<file path="src/rtl/srw_pkg.sv">
// Package for the supervisor reset and watchdog sequencer.
// Assumes a single 25 MHz oscillator clock and digital comparator status inputs.
// Operation
// - Reset output low while any supply, aux or manual reset input is bad.
// - After all inputs good, hold reset low for full hold time.
// - Hold time is a build option from six documented windows.
// - A new failure during hold restarts the hold timer from zero.
// - Manual reset low asserts reset, clears watchdog, keeps alarm high.
// - Alarm goes low when no kick edge within active watchdog period.
// - After every reset event watchdog starts in long mode, 35 s minimum.
// - Switch to short mode on long expiry or first kick edge.
// - Each kick edge restarts short period; missing edge raises alarm.
// - Alarm fed to manual reset forces reset, then clears counter and alarm.
// - Watchdog restarts in long mode when hold period ends.
// - Threshold pair is a build option; comparators give digital status only.
// - Watchdog timer clears while reset asserted and on each kick edge.
// - Alarm asserts during undervoltage lockout, releases without hold delay.
package srw_pkg;
    localparam int CLK_HZ = 25_000_000;
    // Timebase tick every 1 ms
    localparam int TICK_US = 1000;
    localparam int TICK_CYCLES = CLK_HZ / 1_000_000 * TICK_US;
    // Hold time options, minimum of each window in microseconds
    localparam int HOLD_D1_US = 1100;
    localparam int HOLD_D2_US = 8800;
    localparam int HOLD_D3_US = 140_000;
    localparam int HOLD_D5_US = 280_000;
    localparam int HOLD_D6_US = 560_000;
    localparam int HOLD_D4_US = 1_120_000;
    // Watchdog minimum periods in milliseconds
    localparam int LONG_DOG_MS = 35_000;
    localparam int SHORT_DOG_MS = 1120;
    // Hold least time rounds up to whole ticks; watchdog periods divide exactly
    localparam int HOLD_D3_TICKS = (HOLD_D3_US + TICK_US - 1) / TICK_US;
    localparam int LONG_DOG_TICKS = LONG_DOG_MS * 1000 / TICK_US;
    localparam int SHORT_DOG_TICKS = SHORT_DOG_MS * 1000 / TICK_US;
    localparam int CNT_W = 16;
    // Supply status bundle from the analog comparators
    typedef struct packed {
        logic primary_supply_ok;
        logic secondary_supply_ok;
        logic aux_voltage_ok;
    } srw_supply_t;
    typedef enum logic {SRW_LONG, SRW_SHORT} srw_mode_t;
endpackage : srw_pkg

</file>
<file path="src/rtl/srw_sync.sv">
// Two-flop synchroniser for one asynchronous level.
// Assumes the input may change at any time relative to clk.
module srw_sync #(
    parameter logic RESET_VAL = 1'b1
) (
    input wire logic clk,
    input wire logic nrst,
    input wire logic din,
    output logic dout
);
    logic meta;

    // First stage feeds only the second stage
    always_ff @(posedge clk or negedge nrst) begin
        if (!nrst) begin
            meta <= RESET_VAL;
            dout <= RESET_VAL;
        end else begin
            meta <= din;
            dout <= meta;
        end
    end
endmodule : srw_sync

</file>
<file path="src/rtl/srw_top.sv">
// Reset sequencer and dual-mode watchdog of a processor supervisor.
// Assumes supply status inputs are synchronous digital levels; kick and
// manual reset come from outside and are synchronised here.
module srw_top
    import srw_pkg::*;
#(
    parameter int TICK_CYC = srw_pkg::TICK_CYCLES,
    parameter int HOLD_TICKS = srw_pkg::HOLD_D3_TICKS,
    parameter int LONG_TICKS = srw_pkg::LONG_DOG_TICKS,
    parameter int SHORT_TICKS = srw_pkg::SHORT_DOG_TICKS
) (
    input wire logic clk,
    input wire logic nrst,
    input wire srw_pkg::srw_supply_t supply,
    input wire logic manual_reset_n,
    input wire logic dog_kick_in,
    output logic reset_out_n,
    output logic dog_alarm_n,
    output srw_pkg::srw_mode_t dog_mode
);
    import srw_pkg::*;

    logic mr_n;
    logic kick_s;
    logic kick_d;
    logic kick_edge;
    logic supply_good;
    logic fault;
    logic tick;
    logic [31:0] pre_cnt;
    logic [31:0] hold_cnt;
    logic [31:0] dog_cnt;
    logic holding;
    logic dog_limit_hit;

    srw_sync #(.RESET_VAL(1'b1)) u_mr_sync (
        .clk(clk),
        .nrst(nrst),
        .din(manual_reset_n),
        .dout(mr_n)
    );
    srw_sync #(.RESET_VAL(1'b0)) u_kick_sync (
        .clk(clk),
        .nrst(nrst),
        .din(dog_kick_in),
        .dout(kick_s)
    );

    // Fault condition and kick edge in either direction
    assign supply_good = supply.primary_supply_ok & supply.secondary_supply_ok
        & supply.aux_voltage_ok;
    assign fault = !supply_good || !mr_n;
    assign kick_edge = kick_s ^ kick_d;
    assign holding = hold_cnt < HOLD_TICKS;
    assign dog_limit_hit = tick && (dog_cnt + 32'h1 >= ((dog_mode == SRW_LONG) ?
        32'(LONG_TICKS) : 32'(SHORT_TICKS)));

    always_ff @(posedge clk or negedge nrst) begin
        if (!nrst) begin
            kick_d <= 1'b0;
        end else begin
            kick_d <= kick_s;
        end
    end

    // Prescaler gives one tick per period. It restarts on a fault and on an
    // accepted kick, so a hold or watchdog period never ends a tick short.
    always_ff @(posedge clk or negedge nrst) begin
        if (!nrst) begin
            pre_cnt <= 32'h0;
            tick <= 1'b0;
        end else if (fault || (kick_edge && !holding)) begin
            pre_cnt <= 32'h0;
            tick <= 1'b0;
        end else if (pre_cnt >= 32'(TICK_CYC - 1)) begin
            pre_cnt <= 32'h0;
            tick <= 1'b1;
        end else begin
            pre_cnt <= pre_cnt + 32'h1;
            tick <= 1'b0;
        end
    end

    // Hold timer: zero on any fault, counts ticks after all inputs good.
    // The prescaler restarts with it, so the hold never ends a tick short.
    always_ff @(posedge clk or negedge nrst) begin
        if (!nrst) begin
            hold_cnt <= 32'h0;
        end else if (fault) begin
            hold_cnt <= 32'h0;
        end else if (holding && tick) begin
            hold_cnt <= hold_cnt + 32'h1;
        end
    end

    // Reset output registered from the fault and hold state
    always_ff @(posedge clk or negedge nrst) begin
        if (!nrst) begin
            reset_out_n <= 1'b0;
        end else begin
            reset_out_n <= !fault && !holding;
        end
    end

    // Watchdog counter and mode; cleared while reset is asserted
    always_ff @(posedge clk or negedge nrst) begin
        if (!nrst) begin
            dog_cnt <= 32'h0;
            dog_mode <= SRW_LONG;
        end else if (fault || holding) begin
            dog_cnt <= 32'h0;
            dog_mode <= SRW_LONG;
        end else if (kick_edge) begin
            dog_cnt <= 32'h0;
            dog_mode <= SRW_SHORT;
        end else if (dog_limit_hit) begin
            dog_cnt <= 32'h0;
            dog_mode <= SRW_SHORT;
        end else if (tick) begin
            dog_cnt <= dog_cnt + 32'h1;
        end
    end

    // Alarm: low on timeout or lockout; manual reset forces it high.
    // Lockout release needs no hold delay, unlike the reset output.
    always_ff @(posedge clk or negedge nrst) begin
        if (!nrst) begin
            dog_alarm_n <= 1'b1;
        end else if (!mr_n) begin
            dog_alarm_n <= 1'b1;
        end else if (!supply_good) begin
            dog_alarm_n <= 1'b0;
        end else if (holding) begin
            dog_alarm_n <= 1'b1;
        end else if (kick_edge) begin
            dog_alarm_n <= 1'b1;
        end else if (dog_limit_hit) begin
            dog_alarm_n <= 1'b0;
        end else if (dog_alarm_n == 1'b0 && supply_good && dog_cnt == 32'h0 &&
            !tick && dog_mode == SRW_SHORT) begin
            dog_alarm_n <= 1'b0;
        end
    end

    // Reset output follows any fault one cycle later
    AST_FAULT_RESET: assert property (@(posedge clk) disable iff (!nrst)
        fault |=> !reset_out_n)
        else $error("reset not asserted on fault");

    // Reset stays low for as long as the hold timer runs
    AST_HOLD_KEEPS: assert property (@(posedge clk) disable iff (!nrst)
        (holding && !fault) |=> !reset_out_n)
        else $error("reset released early");

    // A fault during the hold throws away the time already counted
    AST_HOLD_RESTART: assert property (@(posedge clk) disable iff (!nrst)
        fault |=> hold_cnt == 32'h0)
        else $error("hold timer not restarted");

    // Manual reset wins over every alarm source
    AST_MR_ALARM_HIGH: assert property (@(posedge clk) disable iff (!nrst)
        !mr_n |=> dog_alarm_n && dog_cnt == 32'h0)
        else $error("manual reset fault");

    // An expired period with no kick pulls the alarm low
    AST_TIMEOUT_ALARM: assert property (@(posedge clk) disable iff (!nrst)
        (mr_n && supply_good && !holding && !kick_edge && dog_limit_hit) |=> !dog_alarm_n)
        else $error("timeout without alarm");

    // In short mode the counter never runs past the short limit, so no timeout can be skipped
    AST_SHORT_BOUND: assert property (@(posedge clk) disable iff (!nrst)
        dog_mode == SRW_SHORT |-> dog_cnt < 32'(SHORT_TICKS))
        else $error("short period counter overran");

    // Any reset or hold puts the watchdog back into long mode
    AST_LONG_AFTER_RESET: assert property (@(posedge clk) disable iff (!nrst)
        (fault || holding) |=> dog_mode == SRW_LONG)
        else $error("not long mode");

    // First accepted kick starts the short period
    AST_SHORT_ON_KICK: assert property (@(posedge clk) disable iff (!nrst)
        (!fault && !holding && kick_edge) |=> dog_mode == SRW_SHORT && dog_cnt == 32'h0)
        else $error("kick did not restart short period");

    // An accepted kick also lets go of a standing alarm
    AST_KICK_CLEARS_ALARM: assert property (@(posedge clk) disable iff (!nrst)
        (!fault && !holding && kick_edge) |=> dog_alarm_n)
        else $error("kick left alarm low");

    // A missed kick in short mode alarms and stays in short mode
    AST_SHORT_TIMEOUT: assert property (@(posedge clk) disable iff (!nrst)
        (!fault && !holding && !kick_edge && dog_limit_hit && dog_mode == SRW_SHORT)
        |=> !dog_alarm_n && dog_mode == SRW_SHORT)
        else $error("short timeout missed");

    // Alarm fed back as manual reset gives a reset and lets go of the alarm
    AST_FEEDBACK_RESET: assert property (@(posedge clk) disable iff (!nrst)
        !mr_n |=> !reset_out_n && dog_alarm_n && dog_mode == SRW_LONG)
        else $error("alarm feedback did not reset");

    // Watchdog leaves the hold cleared and in long mode
    AST_LONG_AT_RELEASE: assert property (@(posedge clk) disable iff (!nrst)
        $rose(reset_out_n) |-> $past(dog_mode) == SRW_LONG && $past(dog_cnt) == 32'h0)
        else $error("watchdog not long at release");

    // Reset output low means the watchdog counter is held clear
    AST_RESET_CLEARS_DOG: assert property (@(posedge clk) disable iff (!nrst)
        !reset_out_n |-> dog_cnt == 32'h0)
        else $error("counter running in reset");

    // Lockout pulls the alarm low unless manual reset holds it high
    AST_LOCKOUT_ALARM: assert property (@(posedge clk) disable iff (!nrst)
        (mr_n && !supply_good) |=> !dog_alarm_n)
        else $error("lockout alarm missing");

    // Lockout alarm lets go while the reset hold is still running
    AST_UVLO_RELEASE: assert property (@(posedge clk) disable iff (!nrst)
        (mr_n && supply_good && holding) |=> dog_alarm_n)
        else $error("alarm held through reset hold");

    // A tick comes only after a full prescaler period since the last restart
    AST_TICK_PERIOD: assert property (@(posedge clk) disable iff (!nrst)
        tick |-> $past(pre_cnt) == 32'(TICK_CYC - 1))
        else $error("tick out of step with prescaler");

    // Reset lifts only after the hold counter reached its end
    AST_RELEASE_ORDER: assert property (@(posedge clk) disable iff (!nrst)
        $rose(reset_out_n) |-> $past(hold_cnt) == 32'(HOLD_TICKS))
        else $error("reset released before full hold");
endmodule : srw_top

</file>
<file path="config.mk">
export PLATFORM = sky130hd
export DESIGN_NAME = srw_top
export DESIGN_NICKNAME = d
export VERILOG_FILES = /design/src/rtl/srw_pkg.sv /design/src/rtl/srw_sync.sv /design/src/rtl/srw_top.sv
export SDC_FILE = /design/constraint.sdc
export NUM_CORES = 1
export LEC_CHECK = 0
export CAP_MARGIN = 20
export CORE_MARGIN = 4
export CORE_UTILIZATION = 25
export DETAILED_ROUTE_END_ITERATION = 8
export DONT_BUFFER_PORTS = 1
export PLACE_DENSITY = 0.4
export SKIP_LAST_GASP = 1
export SLEW_MARGIN = 40
export SYNTH_ARGS = -nofsm -noshare
export SYNTH_HDL_FRONTEND = slang
export SYNTH_SLANG_ARGS = --single-unit
</file>
<file path="constraint.sdc">
create_clock -name clk -period 7.05 [get_ports clk]
set_input_delay 1.41 -clock clk [delete_from_list [all_inputs] [get_ports clk]]
set_output_delay 1.41 -clock clk [all_outputs]
set_load 0.02 [all_outputs]
</file>
==> metrics <==
# nets final=515; Die X=150 um; CP arrival=4.65 ns; vias in the first global route=3585; top post-synthesis cells by area=dfrtp_1 51%, nor2_1 4.8%, xor2_1 4.2%, and3_1 3.4%, xnor2_1 3.3%; Async SR Flop Fraction=100%; Mean Syn Cell Area=10.4 um^2; DRC=0; DP HPWL=7220 um; clock skew=0.00599 ns; Yosys top cell by area=dfrtp_1; CP Cell Sequence=nand4_1 > nor3_1 > and3_1 > xor2_1 > ha_1 > a211oi_1 > nand2_1 > o311ai_0 > nand2_1 > nor4_4 > nand3_2 > a22oi_1; diodes inserted=0; Mapped Area=5020 um^2; H-tree levels=3; share of cells above drive strength 1=9.16%; # IOs=10; largest net degree at the start of global routing=106; Post-DP Area=5350 um^2; Synth Instances=483; clock latency at the later pin of the worst-skew pair=0.35 ns; Setup Viol. Count Final=0; gpl congestion=0.827; Clock Tree Root=clkbuf_16; CP endpoint kind=flip-flop; post-route cell area=5630 um^2; Main synth FF type=dfrtp_1; GRT Total Usage=10.3%; initial antenna violation count=0; sequential element share of the synthesized area=52.4%; number of enable flip-flop cells after synthesis=0; # resized after CTS=0; # Post-CTS Setup Buffers=0; Worst path most repeated cell=nand2_1; Core Box Area=19600 um^2; Cell Rows=51; Die H=150 um; final wirelength=10700 um; setup_tns=0 ns; Setup CP Type=reg2reg; DR vias=3522; Period Utilization, post-route=62.3%; Crit. path cell count=12; Worst Hold Depth=0; final global-route overflow total=0; pwr dens=196 nW/um^2; die area=22400 um^2; slew at the pin closest to its max-slew limit=0.795 ns; Critical Path Max Stage Delay=0.67 ns; Yosys warnings=0; Via-to-Cell Ratio=4.59; hold buffers post-CTS=0; VDD IR max=127 uV; crit path buf inv count=0; Crit path required time=7.31 ns; drt initial violations=220; Slew Limit Headroom=46.8%; Synth Register Bits=105; first-pass GRT wire length=18300 um; CTS tree=done; clock sink total=105; WL/cell=14.0 um; crit start category=flip-flop; total iterations of the first detailed-routing run=4; Longest Clk Path Bufs=2; min cycle time layout=4.39 ns; Worst path slowest cell=nor3_1; # port buffers=0; crit-path max FO=12; Crit path max-delay family=simple AND/OR/NAND/NOR gates; Starting Density=25.6%; Lkg Pwr=2.35 nW; total CTS buffers=9; RSZ-0062 raised after global routing=false; Antenna Violating Nets Remaining=0; Worst Reg-to-Reg Cells=12; area delta synth->final=12.1%; post-synth top area share=50.9%; Final Slew Violations=0; Worst-path clk slew=0.07 ns; Max-Cap Viols=0; Fmax=0.228 GHz; distinct cell type count after synthesis=52; worst hold path type=reg2reg; status=complete, no violations; Hold Violations, Final=0
report_power, final:
group / switching [mW] / leakage, nW / internal [mW]
clock network: 0.228 / 0.139 / 0.254
logic: 0.00581 / 0.798 / 0.00220
registers: 0.00333 / 1.41 / 0.610
per-stage QoR:
stage	hold WS, ns	cells	power [mW]	setup WS, ns	util (%)
3_3_place_gp	0.348	751	0.632	2.83	27.2
5_1_grt	0.368	767	1.16	2.31	28.7
2_1_floorplan	0.331	499	0.630	3.61	-
6_report	0.359	767	1.10	2.66	28.7
3_5_place_dp	0.346	751	0.633	2.71	27.3
4_1_cts	0.363	767	1.13	2.64	28.7
state kept, by name, summed over array words and instances (netlist names):
| name | count |
|---|---|
| dog_alarm_n | 1 |
| dog_cnt | 32 |
| dog_mode | 1 |
| hold_cnt | 32 |
| kick_d | 1 |
| pre_cnt | 32 |
| reset_out_n | 1 |
| tick | 1 |
| u_kick_sync.dout | 1 |
| u_kick_sync.meta | 1 |
| u_mr_sync.dout | 1 |
| u_mr_sync.meta | 1 |
routing by layer:
metal | part of all wire, % | track usage, % | vias to the layer above | wire (um)
li1 | - | - | 1740 | -
met5 | 0 | 0 | - | 0
met1 | 47 | 13.2 | 1712 | 5020
met3 | 5.0 | 3.63 | 9 | 530
met4 | 1.5 | 3.61 | 0 | 163
met2 | 47 | 16.2 | 61 | 4990
cell families (layout without fill, tap and decap cells):
| kind of cell | after synthesis | after routing | synth area share (%) |
|---|---|---|---|
| AO/OA/AOI/OAI | 58 | 58 | 7.93 |
| XOR/XNOR | 43 | 43 | 7.50 |
| adder cells (fa/ha/maj) | 11 | 11 | 2.74 |
| buffers and inverters | 22 | 25 | 2.39 |
| flip-flops | 105 | 105 | 52.4 |
| multiplexers | 3 | 3 | 0.623 |
| other | 1 | 17 | 0.0747 |
| AND/OR/NAND/NOR | 240 | 240 | 26.3 |
placed cells by master (no fill, tap or decap), types with 2 or more instances in the layout:
| master | instances |
|---|---|
| nor4_4 | 3 |
| a31oi_1 | 9 |
| xnor2_1 | 19 |
| conb_1 | 17 |
| o211ai_1 | 4 |
| nand3_1 | 21 |
| a21oi_1 | 18 |
| o22ai_2 | 2 |
| and4_1 | 6 |
| nor3_1 | 11 |
| mux2i_1 | 2 |
| inv_1 | 8 |
| and2_1 | 15 |
| a21oi_2 | 5 |
| nor4_2 | 2 |
| and3_1 | 27 |
| nand4_1 | 18 |
| dfrtp_1 | 102 |
| nand2_1 | 38 |
| dfstp_2 | 3 |
| o21ai_0 | 6 |
| inv_6 | 2 |
| nor4b_1 | 3 |
| xor2_1 | 24 |
| nor2_1 | 64 |
| or3_1 | 2 |
| or2_2 | 2 |
| ha_1 | 11 |
| nand2b_1 | 2 |
| clkbuf_1 | 2 |
| or4_4 | 2 |
| nand3_2 | 3 |
| nor4_1 | 13 |
| clkbuf_16 | 9 |
| a41oi_1 | 4 |
| o31a_1 | 2 |
cell usage after synthesis, types with 8 or more instances:
cell type  instances
nor2_1            64
a31oi_1            9
ha_1              11
xor2_1            24
dfrtp_1          102
and3_1            27
a21oi_1           18
nand4_1           18
inv_1              8
nor3_1            12
and2_1            15
xnor2_1           19
nand2_1           38
nor4_1            13
nand3_1           21
worst paths after layout:
check | start | end | slack (ns)
max | dog_cnt[5] | dog_cnt[4] | 2.66
min | u_kick_sync.meta | u_kick_sync.dout | 0.36
max reg2reg | dog_cnt[5] | dog_cnt[4] | 2.66
min reg2reg | u_kick_sync.meta | u_kick_sync.dout | 0.36
max in group asynchronous | nrst | u_mr_sync.meta | 6.05
min in group asynchronous | nrst | dog_cnt[13] | 0.75
cell type report:
class	count	area, um^2
clock buffer	12	246
sequential	105	2630
tap	265	332
clock inverter	4	33.8
inverter	8	30.0
fill	2036	14000
multi-input combinational	372	2350
timing repair buffer	1	7.51
No activity file was read; power rests on OpenSTA's default activity.
